File: src/hw/addr_modify_consts.svh
// Constants for the address-modify and store-address execution block.
`ifndef ADDR_MODIFY_CONSTS_SVH
`define ADDR_MODIFY_CONSTS_SVH

`define CLK_PERIOD_NS         10
`define INDEX_LOAD_TIME_US    6
`define STORE_ADDR_TIME_US    18
`define INDEX_LOAD_CYCLES     ((`INDEX_LOAD_TIME_US * 1000 + `CLK_PERIOD_NS - 1) / `CLK_PERIOD_NS)
`define STORE_ADDR_CYCLES     ((`STORE_ADDR_TIME_US * 1000 + `CLK_PERIOD_NS - 1) / `CLK_PERIOD_NS)
`define TIMER_W               12

`define OPC_INDEX_LOAD_FROM_RIGHT_ACC 9'h1f4
`define OPC_STORE_ADDRESS_HALF        9'h0e0

`define SEL_IDX1              3'h1
`define SEL_IDX2              3'h2
`define SEL_RIGHT_ACC         3'h3
`define SEL_IDX4              3'h4
`define SEL_IDX5              3'h5

`endif

File: src/hw/addr_modify_pkg.sv
// Types shared by the address-modify and store-address execution block.
package addr_modify_pkg;

  typedef logic [8:0] opcode_t;
  typedef logic [2:0] index_sel_t;

  typedef enum logic [2:0] {
    ST_IDLE      = 3'h0,
    ST_IDX_CLEAR = 3'h1,
    ST_IDX_FILL  = 3'h2,
    ST_IDX_WRITE = 3'h3,
    ST_SA_READ   = 3'h4,
    ST_SA_WRITE  = 3'h5,
    ST_HOLD      = 3'h6
  } exec_state_t;

endpackage

File: src/hw/op_timer.sv
// Down counter that stretches an instruction to its documented execution time.
`timescale 1ns/1ps
`default_nettype none
module op_timer #(
  parameter int CNT_W = 12
) (
  input  wire logic             ref_clk,
  input  wire logic             arst_n,
  input  wire logic             start,
  input  wire logic [CNT_W-1:0] load_val,
  output var  logic             idle
);

  if (CNT_W < 1) begin : g_bad_width
    $error("counter width must be at least one bit");
  end

  logic [CNT_W-1:0] cnt_r;
  logic [CNT_W-1:0] cnt_nxt;

  always_comb begin
    cnt_nxt = cnt_r;
    if (start) begin
      cnt_nxt = load_val;
    end else if (cnt_r != '0) begin
      cnt_nxt = cnt_r - CNT_W'(1);
    end
  end

  always_ff @(posedge ref_clk or negedge arst_n) begin
    if (!arst_n) begin
      cnt_r <= '0;
    end else begin
      cnt_r <= cnt_nxt;
    end
  end

  assign idle = (cnt_r == '0);

endmodule
`default_nettype wire

File: src/hw/address_modify_and_store_address.sv
// Execution of index load from right accumulator, address modification and store-address.
`timescale 1ns/1ps
`default_nettype none
`include "addr_modify_consts.svh"
module address_modify_and_store_address #(
  parameter int AW = 16
) (
  input  wire logic                            ref_clk,
  input  wire logic                            arst_n,
  input  wire logic                            instr_valid,
  input  wire addr_modify_pkg::opcode_t        instr_opcode,
  input  wire addr_modify_pkg::index_sel_t     instr_index_sel,
  input  wire logic [AW-1:0]                   instr_addr,
  input  wire logic                            instr_branch,
  input  wire logic [AW-1:0]                   prog_counter,
  input  wire logic [AW-1:0]                   right_acc,
  input  wire logic [2*AW-1:0]                 mem_rd_data,
  input  wire logic                            mem_rd_valid,
  output var  logic                            busy,
  output var  logic                            done,
  output var  logic [AW-1:0]                   eff_addr,
  output var  logic [AW-1:0]                   right_a,
  output var  logic [3:0][AW-1:0]              index_regs,
  output var  logic                            mem_rd_req,
  output var  logic                            mem_wr_req,
  output var  logic [AW-1:0]                   mem_addr,
  output var  logic [2*AW-1:0]                 mem_wr_data
);
  import addr_modify_pkg::*;

  localparam int TW = `TIMER_W;
  if (AW < 2 || `STORE_ADDR_CYCLES >= (1 << TW) || `INDEX_LOAD_CYCLES >= (1 << TW)) begin : g_bad_cfg
    $error("address width or timer width cannot serve this configuration");
  end

  // Index selectors 1, 2, 4 and 5 map onto the four physical index slots.
  function automatic logic [1:0] slot_of(input logic [2:0] sel);
    case (sel)
      `SEL_IDX1: slot_of = 2'h0;
      `SEL_IDX2: slot_of = 2'h1;
      `SEL_IDX4: slot_of = 2'h2;
      default:   slot_of = 2'h3;
    endcase
  endfunction

  function automatic logic is_idx_sel(input logic [2:0] sel);
    is_idx_sel = (sel == `SEL_IDX1) || (sel == `SEL_IDX2) || (sel == `SEL_IDX4) || (sel == `SEL_IDX5);
  endfunction

  // The right accumulator is only read here, never stepped, so it gives no sequence.
  function automatic logic [AW-1:0] modifier(input logic [2:0]         sel,
                                             input logic [AW-1:0]      racc,
                                             input logic [3:0][AW-1:0] idx);
    if (sel == `SEL_RIGHT_ACC) begin
      modifier = racc;
    end else if (is_idx_sel(sel)) begin
      modifier = idx[slot_of(sel)];
    end else begin
      modifier = '0;
    end
  endfunction

  exec_state_t        state_r;
  exec_state_t        state_nxt;
  opcode_t            op_r;
  opcode_t            op_nxt;
  index_sel_t         sel_r;
  index_sel_t         sel_nxt;
  logic [AW-1:0]      addr_reg_r;
  logic [AW-1:0]      addr_reg_nxt;
  logic [3:0][AW-1:0] idx_r;
  logic [3:0][AW-1:0] idx_nxt;
  logic [AW-1:0]      right_a_r;
  logic [AW-1:0]      right_a_nxt;
  logic [AW-1:0]      eff_addr_r;
  logic [AW-1:0]      eff_addr_nxt;
  logic               busy_r;
  logic               busy_nxt;
  logic               done_r;
  logic               done_nxt;
  logic               rd_req_r;
  logic               rd_req_nxt;
  logic               wr_req_r;
  logic               wr_req_nxt;
  logic [AW-1:0]      mem_addr_r;
  logic [AW-1:0]      mem_addr_nxt;
  logic [2*AW-1:0]    wr_data_r;
  logic [2*AW-1:0]    wr_data_nxt;
  logic               timer_start;
  logic [TW-1:0]      timer_load;
  logic               timer_idle;
  logic [AW-1:0]      ea_now;
  logic               accept;

  assign accept = instr_valid && (state_r == ST_IDLE);
  assign ea_now = instr_addr + modifier(instr_index_sel, right_acc, idx_r);

  op_timer #(
    .CNT_W (TW)
  ) u_timer (
    .ref_clk  (ref_clk),
    .arst_n   (arst_n),
    .start    (timer_start),
    .load_val (timer_load),
    .idle     (timer_idle)
  );

  always_comb begin
    state_nxt    = state_r;
    op_nxt       = op_r;
    sel_nxt      = sel_r;
    addr_reg_nxt = addr_reg_r;
    idx_nxt      = idx_r;
    right_a_nxt  = right_a_r;
    eff_addr_nxt = eff_addr_r;
    busy_nxt     = busy_r;
    done_nxt     = 1'b0;
    rd_req_nxt   = 1'b0;
    wr_req_nxt   = 1'b0;
    mem_addr_nxt = mem_addr_r;
    wr_data_nxt  = wr_data_r;
    timer_start  = 1'b0;
    timer_load   = '0;
    case (state_r)
      ST_IDLE: begin
        if (instr_valid) begin
          op_nxt  = instr_opcode;
          sel_nxt = instr_index_sel;
          // The caller presents the already advanced counter, so right A gets the return address.
          if (instr_branch) begin
            right_a_nxt = prog_counter;
          end
          if (instr_opcode == `OPC_INDEX_LOAD_FROM_RIGHT_ACC) begin
            busy_nxt    = 1'b1;
            timer_start = 1'b1;
            timer_load  = TW'(`INDEX_LOAD_CYCLES - 1);
            state_nxt   = is_idx_sel(instr_index_sel) ? ST_IDX_CLEAR : ST_HOLD;
          end else if (instr_opcode == `OPC_STORE_ADDRESS_HALF) begin
            busy_nxt     = 1'b1;
            timer_start  = 1'b1;
            timer_load   = TW'(`STORE_ADDR_CYCLES - 1);
            eff_addr_nxt = ea_now;
            mem_addr_nxt = ea_now;
            rd_req_nxt   = 1'b1;
            state_nxt    = ST_SA_READ;
          end else begin
            eff_addr_nxt = ea_now;
            done_nxt     = 1'b1;
          end
        end
      end
      ST_IDX_CLEAR: begin
        addr_reg_nxt            = '0;
        idx_nxt[slot_of(sel_r)] = '0;
        state_nxt               = ST_IDX_FILL;
      end
      ST_IDX_FILL: begin
        addr_reg_nxt = right_acc;
        state_nxt    = ST_IDX_WRITE;
      end
      ST_IDX_WRITE: begin
        idx_nxt[slot_of(sel_r)] = addr_reg_r;
        state_nxt               = ST_HOLD;
      end
      ST_SA_READ: begin
        if (mem_rd_valid) begin
          wr_data_nxt = {mem_rd_data[2*AW-1:AW], right_a_r};
          wr_req_nxt  = 1'b1;
          state_nxt   = ST_SA_WRITE;
        end
      end
      ST_SA_WRITE: begin
        state_nxt = ST_HOLD;
      end
      ST_HOLD: begin
        // A slow memory lengthens the store, it never shortens the documented time.
        if (timer_idle) begin
          done_nxt  = 1'b1;
          busy_nxt  = 1'b0;
          state_nxt = ST_IDLE;
        end
      end
      default: begin
        state_nxt = ST_IDLE;
        busy_nxt  = 1'b0;
      end
    endcase
  end

  always_ff @(posedge ref_clk or negedge arst_n) begin
    if (!arst_n) begin
      state_r    <= ST_IDLE;
      op_r       <= '0;
      sel_r      <= '0;
      addr_reg_r <= '0;
      idx_r      <= '0;
      right_a_r  <= '0;
      eff_addr_r <= '0;
      busy_r     <= 1'b0;
      done_r     <= 1'b0;
      rd_req_r   <= 1'b0;
      wr_req_r   <= 1'b0;
      mem_addr_r <= '0;
      wr_data_r  <= '0;
    end else begin
      state_r    <= state_nxt;
      op_r       <= op_nxt;
      sel_r      <= sel_nxt;
      addr_reg_r <= addr_reg_nxt;
      idx_r      <= idx_nxt;
      right_a_r  <= right_a_nxt;
      eff_addr_r <= eff_addr_nxt;
      busy_r     <= busy_nxt;
      done_r     <= done_nxt;
      rd_req_r   <= rd_req_nxt;
      wr_req_r   <= wr_req_nxt;
      mem_addr_r <= mem_addr_nxt;
      wr_data_r  <= wr_data_nxt;
    end
  end

  assign busy        = busy_r;
  assign done        = done_r;
  assign eff_addr    = eff_addr_r;
  assign right_a     = right_a_r;
  assign index_regs  = idx_r;
  assign mem_rd_req  = rd_req_r;
  assign mem_wr_req  = wr_req_r;
  assign mem_addr    = mem_addr_r;
  assign mem_wr_data = wr_data_r;

  // Cycles since the last accepted instruction; read only by the checks below.
  logic [TW-1:0] chk_cnt_r;
  logic [TW-1:0] chk_cnt_nxt;
  always_comb begin
    chk_cnt_nxt = accept ? '0 : ((chk_cnt_r == '1) ? chk_cnt_r : chk_cnt_r + TW'(1));
  end
  always_ff @(posedge ref_clk or negedge arst_n) begin
    if (!arst_n) begin
      chk_cnt_r <= '0;
    end else begin
      chk_cnt_r <= chk_cnt_nxt;
    end
  end
endmodule
`default_nettype wire

File: config.mk
export PLATFORM = sky130hd
export DESIGN_NAME = address_modify_and_store_address
export DESIGN_NICKNAME = d
export VERILOG_FILES = /design/src/hw/addr_modify_pkg.sv /design/src/hw/op_timer.sv /design/src/hw/address_modify_and_store_address.sv
export VERILOG_INCLUDE_DIRS = /design/src /design/src/hw
export SDC_FILE = /design/constraint.sdc
export NUM_CORES = 1
export LEC_CHECK = 0
export ABC_AREA = 1
export CORE_UTILIZATION = 50
export DETAILED_ROUTE_END_ITERATION = 10
export DONT_BUFFER_PORTS = 1
export PLACE_DENSITY = 0.65
export SYNTH_ARGS = -nofsm -noshare
export SYNTH_HDL_FRONTEND = slang
export SYNTH_HIERARCHICAL = 1
export SYNTH_SLANG_ARGS = --single-unit
File: constraint.sdc
create_clock -name ref_clk -period 3.2 [get_ports ref_clk]
set_input_delay 0.16 -clock ref_clk [delete_from_list [all_inputs] [get_ports ref_clk]]
set_output_delay 0.16 -clock ref_clk [all_outputs]
set_load 0.02 [all_outputs]
Word level (Yosys, flattened, before mapping)
Cells that the tools add are included.
{ "op_classes": {"order_cmp": 5, "n_reduce_logical": 20, "mux": 49, "eq_ne": 20, "n_addsub": 2, "n_bitwise": 4} }
{ "op_table": {"columns": ["op", "count"], "rows": [
  ["64-bit case mux with 2 select lines", 1],
  ["16-bit 2-to-1 mux", 5],
  ["64-bit AND", 1],
  ["64-bit bitwise mux", 1],
  ["16-bit demux with 2-bit select", 2],
  ["64-bit NOT", 1],
  ["11-bit 2-to-1 mux", 4],
  ["16-bit binary-select mux with 2-bit select", 1],
  ["16-bit case mux with 2 select lines", 1],
  ["12-bit 2-to-1 mux", 2],
  ["3-bit equality test (second input constant)", 6],
  ["3-bit 2-to-1 mux", 6],
  ["3-bit case mux with 6 select lines", 1],
  ["1-bit 2-to-1 mux", 17],
  ["16-bit adder", 1],
  ["3-bit by 2-bit equality test with 1-bit output (second input constant)", 5],
  ["12-bit zero test", 1],
  ["2-bit case mux with 3 select lines", 2],
  ["4-bit AND reduction", 3],
  ["12-bit nonzero test", 1],
  ["12-bit by 1-bit subtractor with 12-bit output (second input constant)", 1],
  ["3-bit by 1-bit equality test with 1-bit output (second input constant)", 3],
  ["9-bit by 8-bit equality test with 1-bit output (second input constant)", 1],
  ["9-bit equality test (second input constant)", 1],
  ["16 further kinds", 32]
]} }
{ "totals": {"output_inout_bits": 148, "elab_cells": 116, "reg_bits": 182, "input_bits": 97} }

Logic depth before layout (Yosys ltp)
Gate-level depths: netlist of run 1.
{ "depth": {"word_depth": 11, "ltp_mapped": 21, "mapped_depth_nobuf": 20} }

Modules after synthesis
The synthesis of run 1 kept the hierarchy.
{ "by_module_without_submodules": {"columns": ["module", "area_per_inst_um2", "seq_area_each_um2", "n_inst", "cells_per_inst"], "rows": [
  ["address_modify_and_store_address", 7963.9, 4254.1, 1, 794],
  ["op_timer", 829.5, 300.3, 1, 121]
]} }

Worst setup path before layout of run 1
Ideal clock, no wire load.
{ "synth_path": {"kind": "input-to-reg", "start": "input instr_index_sel[0]", "end": "register eff_addr_r[12] (netlist: eff_addr[12])", "n_path_buf": 2, "required_time_ns": 3.084, "slack_ns": 0.258, "setup_ns": 0.116, "stages": 20, "arrival_ns": 2.826, "path_cell_list": "inv_1 nand3_1 buf_4 nand2_1 buf_1 a22oi_1 o221ai_1 o21ai_0 ha_1 fa_1 nand3_1 nand2_1 a21oi_1 inv_1 a21o_1 nand2_1 nand2_1 xor2_1 nand2_1 nand2_1"} }
{ "synth_via": {"elab_chain_len": 9, "word_cells_on_any_way": 16, "cone_classes": "add/sub: 1; eq/ne: 5; mux: 7; reduce/logical: 3"} }
{ "synth_rtl": {"columns": ["element", "line", "source"], "rows": [
  ["start: declaration", "address_modify_and_store_address.sv:12", "input wire addr_modify_pkg::index_sel_t instr_index_sel,"],
  ["3-bit equality test (tied with other cells)", "address_modify_and_store_address.sv:38", "case (sel)"],
  ["2-bit case mux with 3 select lines", "address_modify_and_store_address.sv:38", null],
  ["2-bit 2-to-1 mux", "address_modify_and_store_address.sv:56", "end else if (is_idx_sel(sel)) begin"],
  ["2-bit 2-to-1 mux", "address_modify_and_store_address.sv:54", "if (sel == `SEL_RIGHT_ACC) begin"],
  ["16-bit binary-select mux with 2-bit select", "address_modify_and_store_address.sv:57", "modifier = idx[slot_of(sel)];"],
  ["16-bit 2-to-1 mux (not written as such)", "address_modify_and_store_address.sv:57", null],
  ["16-bit 2-to-1 mux", "address_modify_and_store_address.sv:56", null],
  ["16-bit 2-to-1 mux *", "address_modify_and_store_address.sv:54", null],
  ["16-bit adder *", "address_modify_and_store_address.sv:96", "assign ea_now = instr_addr + modifier(instr_index_sel, right_acc, idx_r);"],
  ["end signal: assignment", "address_modify_and_store_address.sv:212", "eff_addr_r <= eff_addr_nxt;"],
  ["end: declaration", "address_modify_and_store_address.sv:75", "logic [AW-1:0] eff_addr_r;"]
]} }
Every way passes the cells marked *; elsewhere a longest branch is shown, timed or not. The select of a mux whose other input is x is not followed.
A chain may end at the register's enable or synchronous reset.

Worst setup path after layout of run 1
{ "layout_path": {"start": "register idx_r, in the netlist index_regs[33]", "end": "register eff_addr_r[12] (netlist: eff_addr[12])"} }
{ "layout_via": {"elab_chain_len": 5} }
{ "layout_rtl": {"columns": ["element", "line", "source"], "rows": [
  ["start: declaration", "address_modify_and_store_address.sv:71", "logic [3:0][AW-1:0] idx_r;"],
  ["start signal: assignment", "address_modify_and_store_address.sv:210", "idx_r <= idx_nxt;"],
  ["16-bit binary-select mux with 2-bit select", "address_modify_and_store_address.sv:57", null],
  ["16-bit 2-to-1 mux (not written as such)", "address_modify_and_store_address.sv:57", null],
  ["16-bit 2-to-1 mux", "address_modify_and_store_address.sv:56", null],
  ["16-bit 2-to-1 mux", "address_modify_and_store_address.sv:54", null],
  ["16-bit adder", "address_modify_and_store_address.sv:96", null]
]} }
Every way passes these cells. The select of a mux whose other input is x is not followed.

==> reports/metrics.cfg, run 1 <==
[power_and_ir_drop]
p_leak_nw=4.91
power_density_nw_per_um2=920
p_sw_mw=4.04
seqPwrFrac_pct=50.0
swShare_pct=42.9
vdd_drop_max_mv=0.441
comb_power_share_pct=27.3
p_int_mw=5.38
pwr-share-clk_pct=22.8
total_power_mw=9.42

[placement]
place_ws_ns=-0.0888
hpwlAfterDp_um=16100
numPortBuffers=0
gp_congestion=0.872

[routing]
via_count=6721
postRouteAntennaNets=0
drt_pass1_iterations=7
drt_iter0_markers=506
routedWlPerCell_um=18.6
drc_errors=0
via_per_inst=5.51
wirelength_um=22700

[timing]
hold_viol_final=182
finalSetupTns_ns=0
worst_pin_slew_ns=0.919
rsz0062_at_grt=false
slew_headroom_pct=38.3
final_max_slew_viol_count=0
post-route-period-util_pct=93.1
max_freq_mhz=336
whs_ns=-0.582
clock_skew_ns=0.0106
fin_crit_ns=2.98
finalSetupViolCount=0
setup_ws_ns=0.220

[die]
core-area_um2=17200
core.rowCount=48
pin_count=245
die_x_um=135
start_util_pct=51.0
die-height_um=135
dieArea_um2=18100

[synth]
synth_cells=915
synth_warnings=6
ys_async_sr_fraction_pct=100
syn_area_per_cell_um2=9.61
ys_types=50
synth_seq_cells=182
synth-edff-count=0
synth_area_um2=8790
synth_ff_type=dfrtp_1
synth_seq_area_share_pct=51.8

[clock_tree]
hold_buffers=52
post_cts_buffers=0
h-tree-depth=4
cts_buffer_depth=2
path_clk_slew_ns=0.07
cts.sinks=182
cts_tree=done
ctsRootBufferMaster=clkbuf_16
clock_latency_ns=0.43
cts_inserted_buffers=17

[setup_path]
end_kind=register
arrival_ns=3.35
timing.rr.start=index_regs[33]$_DFFE_PN0P_
worstPathRequired_ns=3.57
r2r_setup_slack_ns=0.22
critPathKind=register to register
r2r_end=eff_addr[12]$_DFFE_PN0P_
rr_worst_depth=15
path_cells=inv_1 > o21ai_0 > o221ai_1 > o21ai_0 > fa_1 > nand3_1 > nand2_1 > a21oi_1 > inv_1 > a21o_1 > nand2_1 > nand2_1 > xor2_1 > nand2_1 > nand2_1
crit_top_cell=nand2_1
slowest_delay_ns=0.52
cp-start-kind=register
crit_path_max_fanout=2
crit_slowest_cell=fa_1

[layout]
nNetsFinal=1096
finish.utilization_pct=59.4
area.growth.synth_to_final_pct=16.4
num-fill-cells=1473
final_layout_size_suffix_gt1_share_pct=14.4

[run_status]
status=finished with violations
failed_checks=hold timing

[global_route]
grt_max_degree=183
grt.overflow.total=0
grt_usage_pct=25.3
antenna_found_initial=0
grt_pass1_vias=6670
grt_pass1_wl_um=35200

[hold_path]
worstHoldPathType=primary input to asynchronous set/reset pin

[job]
max_cap_violations=0

-- worst max-delay path by stage --
stage                          startpoint                       end  slack (ns)  cells past startpoint
6_report       index_regs[33]$_DFFE_PN0P_  eff_addr[12]$_DFFE_PN0P_        0.22                     15
5_1_grt        index_regs[16]$_DFFE_PN0P_  eff_addr[12]$_DFFE_PN0P_       0.004                     16
4_1_cts        index_regs[16]$_DFFE_PN0P_  mem_addr[12]$_DFFE_PN0P_        0.20                     16
2_1_floorplan          instr_index_sel[0]  eff_addr[12]$_DFFE_PN0P_        0.26                     20
3_5_place_dp           instr_index_sel[2]  eff_addr[12]$_DFFE_PN0P_       -0.09                     20
3_3_place_gp           instr_index_sel[2]  eff_addr[12]$_DFFE_PN0P_        0.04                     20
-- layout make-up --
| class | instances | area (um2) | area share [%] |
|---|---|---|---|
| inverters | 155 | 582 | 5.69 |
| diodes | 1 | 2.50 | 0.0245 |
| multi-input cells | 549 | 3510 | 34.3 |
| repair buffers | 76 | 701 | 6.85 |
| clock buffers | 17 | 425 | 4.16 |
| flip-flops and latches | 182 | 4550 | 44.5 |
| clock inverters | 15 | 180 | 1.76 |
| well taps | 225 | 282 | 2.75 |
-- layer usage --
metal	vias up	global-route usage, %	part of all wire, %
met5	-	0	0
met4	0	8.55	1.8
met3	29	7.92	8.2
met2	213	38.9	46
met1	3268	33.8	44
li1	3211	-	-
-- worst max-delay path, delay by kind of cell (launching register included) --
family                   cells  cell delay (ns)
buffers and inverters        2             0.21
adder cells (fa/ha/maj)      1             0.52
flip-flops                   1             0.48
AND/OR/NAND/NOR              6             0.44
XOR/XNOR                     1             0.23
AO/OA/AOI/OAI                5             1.03
-- Yosys cell counts (all sizes together), types with 10 or more instances --
library cell / number / area (um2)
a21oi: 19 / 95.1
a22oi: 14 / 105
buf: 22 / 129
clkbuf: 10 / 38.8
dfrtp: 182 / 4550
ha: 17 / 213
inv: 155 / 582
mux2: 48 / 541
nand2: 145 / 574
nand3: 31 / 155
nor2: 56 / 259
o21ai: 63 / 315
o221ai: 15 / 131
o22ai: 80 / 563
-- cell families (layout without fill, tap and decap cells) --
group                    after synthesis  in the layout  synth area share, %
AND/OR/NAND/NOR                      255            255                 13.9
XOR/XNOR                              15             15                 1.49
other                                  1              5               0.0426
buffers and inverters                187            263                 8.52
flip-flops                           182            182                 51.8
adder cells (fa/ha/maj)               18             18                 2.65
multiplexers                          51             51                 6.49
AO/OA/AOI/OAI                        206            206                 15.2
-- flip-flops by register name (all words and copies together), names as in the netlist, 3 cells and up --
name	count
index_regs	64
mem_wr_data	32
addr_reg_r	16
eff_addr	16
mem_addr	16
right_a	16
u_timer/cnt_r	12
sel_r	3
state_r	3
-- cell usage in the layout, fill, tap and decap left out, types with 4 or more instances in the layout --
cell             n
xor2_1           8
a21oi_1         19
nand4_1          4
nand2_1        137
mux2_1           7
conb_1           4
dlygate4sd3_1   52
o22ai_2         10
o221ai_1        15
inv_8            5
o22ai_1         70
ha_1            17
inv_6            5
buf_4           24
inv_2            7
nor2_2           4
clkbuf_16       17
nand2_2          6
xnor2_1          7
a22oi_1         14
inv_1          148
nor2_1          48
o21ai_0         62
dfrtp_1        182
nor3_1           4
nor4_4           4
nand3_1         31
a21o_1           5
mux2_2          41
-- power by group through the flow --
stage	Clock, mW	Combinational, mW	Sequential, mW
2_1_floorplan	0	1.98	4.51
3_3_place_gp	0	2.41	4.71
3_5_place_dp	0	2.48	4.73
4_1_cts	2.19	2.55	4.70
5_1_grt	2.27	2.87	4.80
6_report	2.14	2.57	4.71
-- what timing repair did --
| action | 4_1_cts | 5_1_grt |
|---|---|---|
| endpoints found under the setup margin | 0 | 2 |
| resized for setup | 0 | 1 |
| endpoints found under the hold margin | 234 | 182 |
-- stage by stage --
step	instances	instance area (um2)
2_1_floorplan	918	8800
3_3_place_gp	1135	9100
3_5_place_dp	1135	9100
5_1_grt	1219	10200
6_report	1220	10200
4_1_cts	1219	10200
No activity file was read; power rests on OpenSTA's default activity.
==> run 2, diff against run 1 <==
--- a/config.mk
+++ b/config.mk
@@ -7,6 +7,7 @@
 export NUM_CORES = 1
 export LEC_CHECK = 0
 export ABC_AREA = 1
+export CORE_MARGIN = 2
 export CORE_UTILIZATION = 50
 export DETAILED_ROUTE_END_ITERATION = 10
 export DONT_BUFFER_PORTS = 1
==> reports/metrics.cfg, run 2 (synthesized netlist as in run 1, its figures left out) <==
[clock_tree]
clock_latency_ns=0.43
ctsRootBufferMaster=clkbuf_16
cts_buffer_depth=2
path_clk_slew_ns=0.07
cts.sinks=182
cts_inserted_buffers=17
cts_tree=done
hold_buffers=51
h-tree-depth=4

[layout]
nNetsFinal=1096
area.growth.synth_to_final_pct=16.3
largest_reg_flops=64
final_layout_size_suffix_gt1_share_pct=14.6
layout_common_cells=dfrtp_1 (182), inv_1 (148), nand2_1 (137), o22ai_1 (70), o21ai_0 (63)
antennaDiodeCount=0
final_common_cell=dfrtp_1

[setup_path]
r2r_setup_slack_ns=0.30
timing.rr.start=index_regs[16]$_DFFE_PN0P_
r2r_end=mem_addr[12]$_DFFE_PN0P_
end_kind=register
arrival_ns=3.27
cp-start-kind=register
crit_start=index_regs[16]$_DFFE_PN0P_
rr_worst_depth=16
critPathKind=register to register
crit_path_max_fanout=2
worstPathRequired_ns=3.57

[routing]
routedWlPerCell_um=18.6
via_count=6657
drt_pass1_iterations=5
drc_errors=0
wirelength_um=22700
via_per_inst=5.46
drt_iter0_markers=454
postRouteAntennaNets=0

[timing]
whs_ns=-0.576
post-route-period-util_pct=90.7
worst_pin_slew_ns=0.995
slew_headroom_pct=33.2
finalSetupViolCount=0
rsz0062_at_grt=false
fin_crit_ns=2.90
max_freq_mhz=344
clock_skew_ns=0.0139
final_max_slew_viol_count=0
finalSetupTns_ns=0
hold_viol_final=182

[global_route]
grt_pass1_wl_um=35100
grt.overflow.total=0
antenna_found_initial=0
grt_pass1_vias=6570
grt_max_degree=183
grt_usage_pct=24.7

[die]
core-area_um2=17200
start_util_pct=51.0
die_x_um=137
pin_count=245
core.rowCount=48
die-height_um=137
dieArea_um2=18700

[placement]
gp_congestion=0.882
numPortBuffers=0
hpwlAfterDp_um=16200

[run_status]
failed_checks=hold timing
status=finished with violations

[job]
max_cap_violations=0

[power_and_ir_drop]
p_leak_nw=4.91
power_density_nw_per_um2=912
vdd_drop_max_mv=0.411

[hold_path]
worstHoldPathType=primary input to asynchronous set/reset pin

## run 2: cell types whose count changed in the layout (fill, tap and decap cells not counted), sizes merged
cell	delta
buf	+1
bufinv	-1
diode	-1
clkinv	+3
inv	-2
dlygate4sd3	-1
## run 2: worst max-delay path by stage
stage                                          end  slack [ns]  depth (start not counted)
after floorplan           eff_addr[12]$_DFFE_PN0P_        0.26                         20
after global placement    eff_addr[12]$_DFFE_PN0P_        0.11                         19
after detailed placement  mem_addr[12]$_DFFE_PN0P_        0.04                         19
after CTS                 mem_addr[12]$_DFFE_PN0P_        0.23                         16
after global routing      eff_addr[12]$_DFFE_PN0P_        0.05                         16
final                     mem_addr[12]$_DFFE_PN0P_        0.30                         16
## run 2: per-stage QoR
stage	setup slack [ns]	power (mW)	instances	area, um2	util, %
floorplan	0.258	6.49	918	8800	-
global placement	0.109	7.16	1136	9130	52.9
detailed placement	0.0425	7.23	1136	9130	52.9
CTS	0.226	9.36	1219	10200	59.3
global route	0.0484	9.91	1219	10200	59.3
finish	0.296	9.33	1219	10200	59.3
## run 2: repair_timing
action,CTS,global route
buffers inserted,0,0
endpoints found under the hold margin,233,182
setup endpoints to repair,0,2
resized for setup,0,1
## run 2: final cells by class
| type | instances | area (um2) |
|---|---|---|
| Fill cell | 1463 | 7010 |
| Sequential cell | 182 | 4550 |
| Multi-Input combinational cell | 549 | 3510 |
| Timing Repair Buffer | 76 | 711 |
| Inverter | 155 | 582 |
| Clock buffer | 17 | 425 |
| Tap cell | 225 | 282 |
| Clock inverter | 15 | 159 |
## run 2: report_power, final
part           leakage (nW)  internal, mW  switching [mW]
Sequential             2.35          3.16            1.56
Clock                 0.286          1.05            1.01
Combinational          2.27          1.10            1.46
Total                  4.91          5.31            4.02
## run 2: metal layers
layer	routed length, um	track usage [%]	part of all wire, %
met1	10100	33.7	44
met2	10300	37.7	45
met3	2070	9.07	9.1
met4	263	5.50	1.2
met5	0	0	0
## run 2: worst max-delay path, cell delays in order (launching register included)
cell and delay (ns):
dfrtp_1 0.47, inv_1 0.11, a22oi_1 0.08, o221ai_1 0.24
o21ai_0 0.21, ha_1 0.25, fa_1 0.39, nand3_1 0.10
nand2_1 0.10, a21oi_2 0.19, inv_1 0.08, a21o_1 0.18
nand2_1 0.06, nand2_1 0.06, xor2_1 0.20, nand2_1 0.08
nand2_1 0.06
==> run 3, diff against run 2 <==
--- a/config.mk
+++ b/config.mk
@@ -7,11 +7,12 @@
 export NUM_CORES = 1
 export LEC_CHECK = 0
 export ABC_AREA = 1
+export CAP_MARGIN = 20
 export CORE_MARGIN = 2
 export CORE_UTILIZATION = 50
 export DETAILED_ROUTE_END_ITERATION = 10
 export DONT_BUFFER_PORTS = 1
-export PLACE_DENSITY = 0.65
+export PLACE_DENSITY_LB_ADDON = 0.05
 export SYNTH_ARGS = -nofsm -noshare
 export SYNTH_HDL_FRONTEND = slang
 export SYNTH_HIERARCHICAL = 1
==> constraint.sdc (replaced) <==
create_clock -name ref_clk -period 2.3 [get_ports ref_clk]
set_input_delay 0.115 -clock ref_clk [delete_from_list [all_inputs] [get_ports ref_clk]]
set_output_delay 0.115 -clock ref_clk [all_outputs]
set_load 0.02 [all_outputs]
==> reports/metrics.cfg, run 3 (synthesized netlist as in run 1, its figures left out) <==
[run_status]
status=finished with violations
failed_checks=hold timing, setup timing

[placement]
numPortBuffers=0
dp.cells=1306
hpwlAfterDp_um=18000
gp_congestion=0.919
place_ws_ns=-0.571

[routing]
drt_iter0_markers=508
routedWlPerCell_um=19.0
drt_pass1_iterations=5
via_per_inst=5.48
drc_errors=0
via_count=7885
postRouteAntennaNets=0
wirelength_um=27300

[global_route]
grt_usage_pct=28.5
grt_max_degree=183
use_met3_pct=7.37
grtUsageMet2_pct=47.2
grt_pass1_vias=7795
use_met1_pct=36.6
grt-busiest-layer=met2
grt_pass1_wl_um=40700
grt.overflow.total=0
antenna_found_initial=0

[clock_tree]
ctsRootBufferMaster=clkbuf_16
clock_latency_ns=0.44
cts_inserted_buffers=17
path_clk_slew_ns=0.08
hold_buffers=53
h-tree-depth=4
cts_buffer_depth=2
cts_tree=done
cts.sinks=182

[timing]
slew_headroom_pct=52.7
hold_viol_final=182
clock_skew_ns=0.0116
setup_ws_ns=-0.194
finalSetupViolCount=18
fin_crit_ns=2.49
whs_ns=-0.642
rsz0062_at_grt=true
post-route-period-util_pct=108
final_max_slew_viol_count=0
worst_pin_slew_ns=0.709
finalSetupTns_ns=-1.92
max_freq_mhz=401

[setup_path]
r2r_setup_slack_ns=-0.19
critPathKind=register to register
worstPathRequired_ns=2.63
crit_slowest_cell=dfrtp_1
crit_start=index_regs[6]$_DFFE_PN0P_
path_cells=inv_1 > a22oi_1 > o221ai_2 > o21ai_2 > ha_4 > a21oi_4 > o21ai_1 > nand2_1 > nand4_1 > buf_4 > a21oi_4 > nand3_2 > nand3_2 > nand2_1
crit_path_max_fanout=3
path_delay_family=compound AO/OA/AOI/OAI gates
timing.rr.start=index_regs[6]$_DFFE_PN0P_
r2r_end=mem_addr[15]$_DFFE_PN0P_
cp.buffers_inverters=2
end_kind=register
arrival_ns=2.83
rr_worst_depth=14
cp-start-kind=register
slowest_delay_ns=0.37

[die]
core-area_um2=17200
core.rowCount=48
pin_count=245
die_x_um=137
start_util_pct=51.0
die-height_um=137
dieArea_um2=18700

[layout]
num-fill-cells=1274
final_layout_size_suffix_gt1_share_pct=37.4
antennaDiodeCount=0
stdcell_count=1438
area.growth.synth_to_final_pct=41.0
layout_common_cells=buf_4 (235), dfrtp_1 (182), inv_1 (127), nand2_1 (124), o22ai_1 (69)
largest_reg_flops=64
final_common_cell=buf_4
nNetsFinal=1315

[power_and_ir_drop]
vdd_drop_max_mv=0.697
power_density_nw_per_um2=1220
p_leak_nw=6.11

[job]
max_cap_violations=0

[hold_path]
worstHoldPathType=primary input to asynchronous set/reset pin

==> run 3: metal layers <==
layer / up-vias / share of wire [%]
met5: - / 0
met3: 54 / 7.6
li1: 3649 / -
met1: 3840 / 40
met2: 342 / 49
met4: 0 / 2.7
==> run 3: power by group <==
group          internal (mW)  total [mW]  switching, mW
Clock                   1.68        3.11           1.43
Combinational           2.82        5.87           3.05
Sequential              4.39        6.10           1.70
==> run 3: layout make-up <==
class,instances,area (um2),share of cell area (%)
Sequential cell,182,4550,36.7
Multi-Input combinational cell,549,3950,31.8
Timing Repair Buffer,295,2380,19.2
Inverter,155,594,4.79
Clock buffer,17,425,3.43
Tap cell,225,282,2.27
Clock inverter,15,210,1.70
==> run 3: worst max path at each step <==
stage / cells past startpoint / to
floorplan: 21 / eff_addr[12]$_DFFE_PN0P_
global placement: 14 / mem_addr[13]$_DFFE_PN0P_
detailed placement: 14 / mem_addr[13]$_DFFE_PN0P_
CTS: 16 / mem_addr[12]$_DFFE_PN0P_
global route: 14 / mem_addr[15]$_DFFE_PN0P_
finish: 14 / mem_addr[15]$_DFFE_PN0P_
==> run 3: what timing repair did <==
item                                   CTS  global route
gates resized for setup                 53            63
gates cloned                             0             0
setup endpoints to repair               22            25
pin swaps                               28            29
endpoints found under the hold margin  237           182
setup buffers                           30            20
==> run 3: per-stage QoR <==
step           power [mW]  utilization [%]  hold WS, ns  area (um2)
3_5_place_dp         11.3             60.9       -0.176       10500
2_1_floorplan        9.07                -       -0.181        8940
5_1_grt              15.8             71.9       -0.661       12400
3_3_place_gp         11.1             60.9       -0.177       10500
6_report             15.1             71.9       -0.642       12400
4_1_cts              14.8             69.9       -0.649       12100
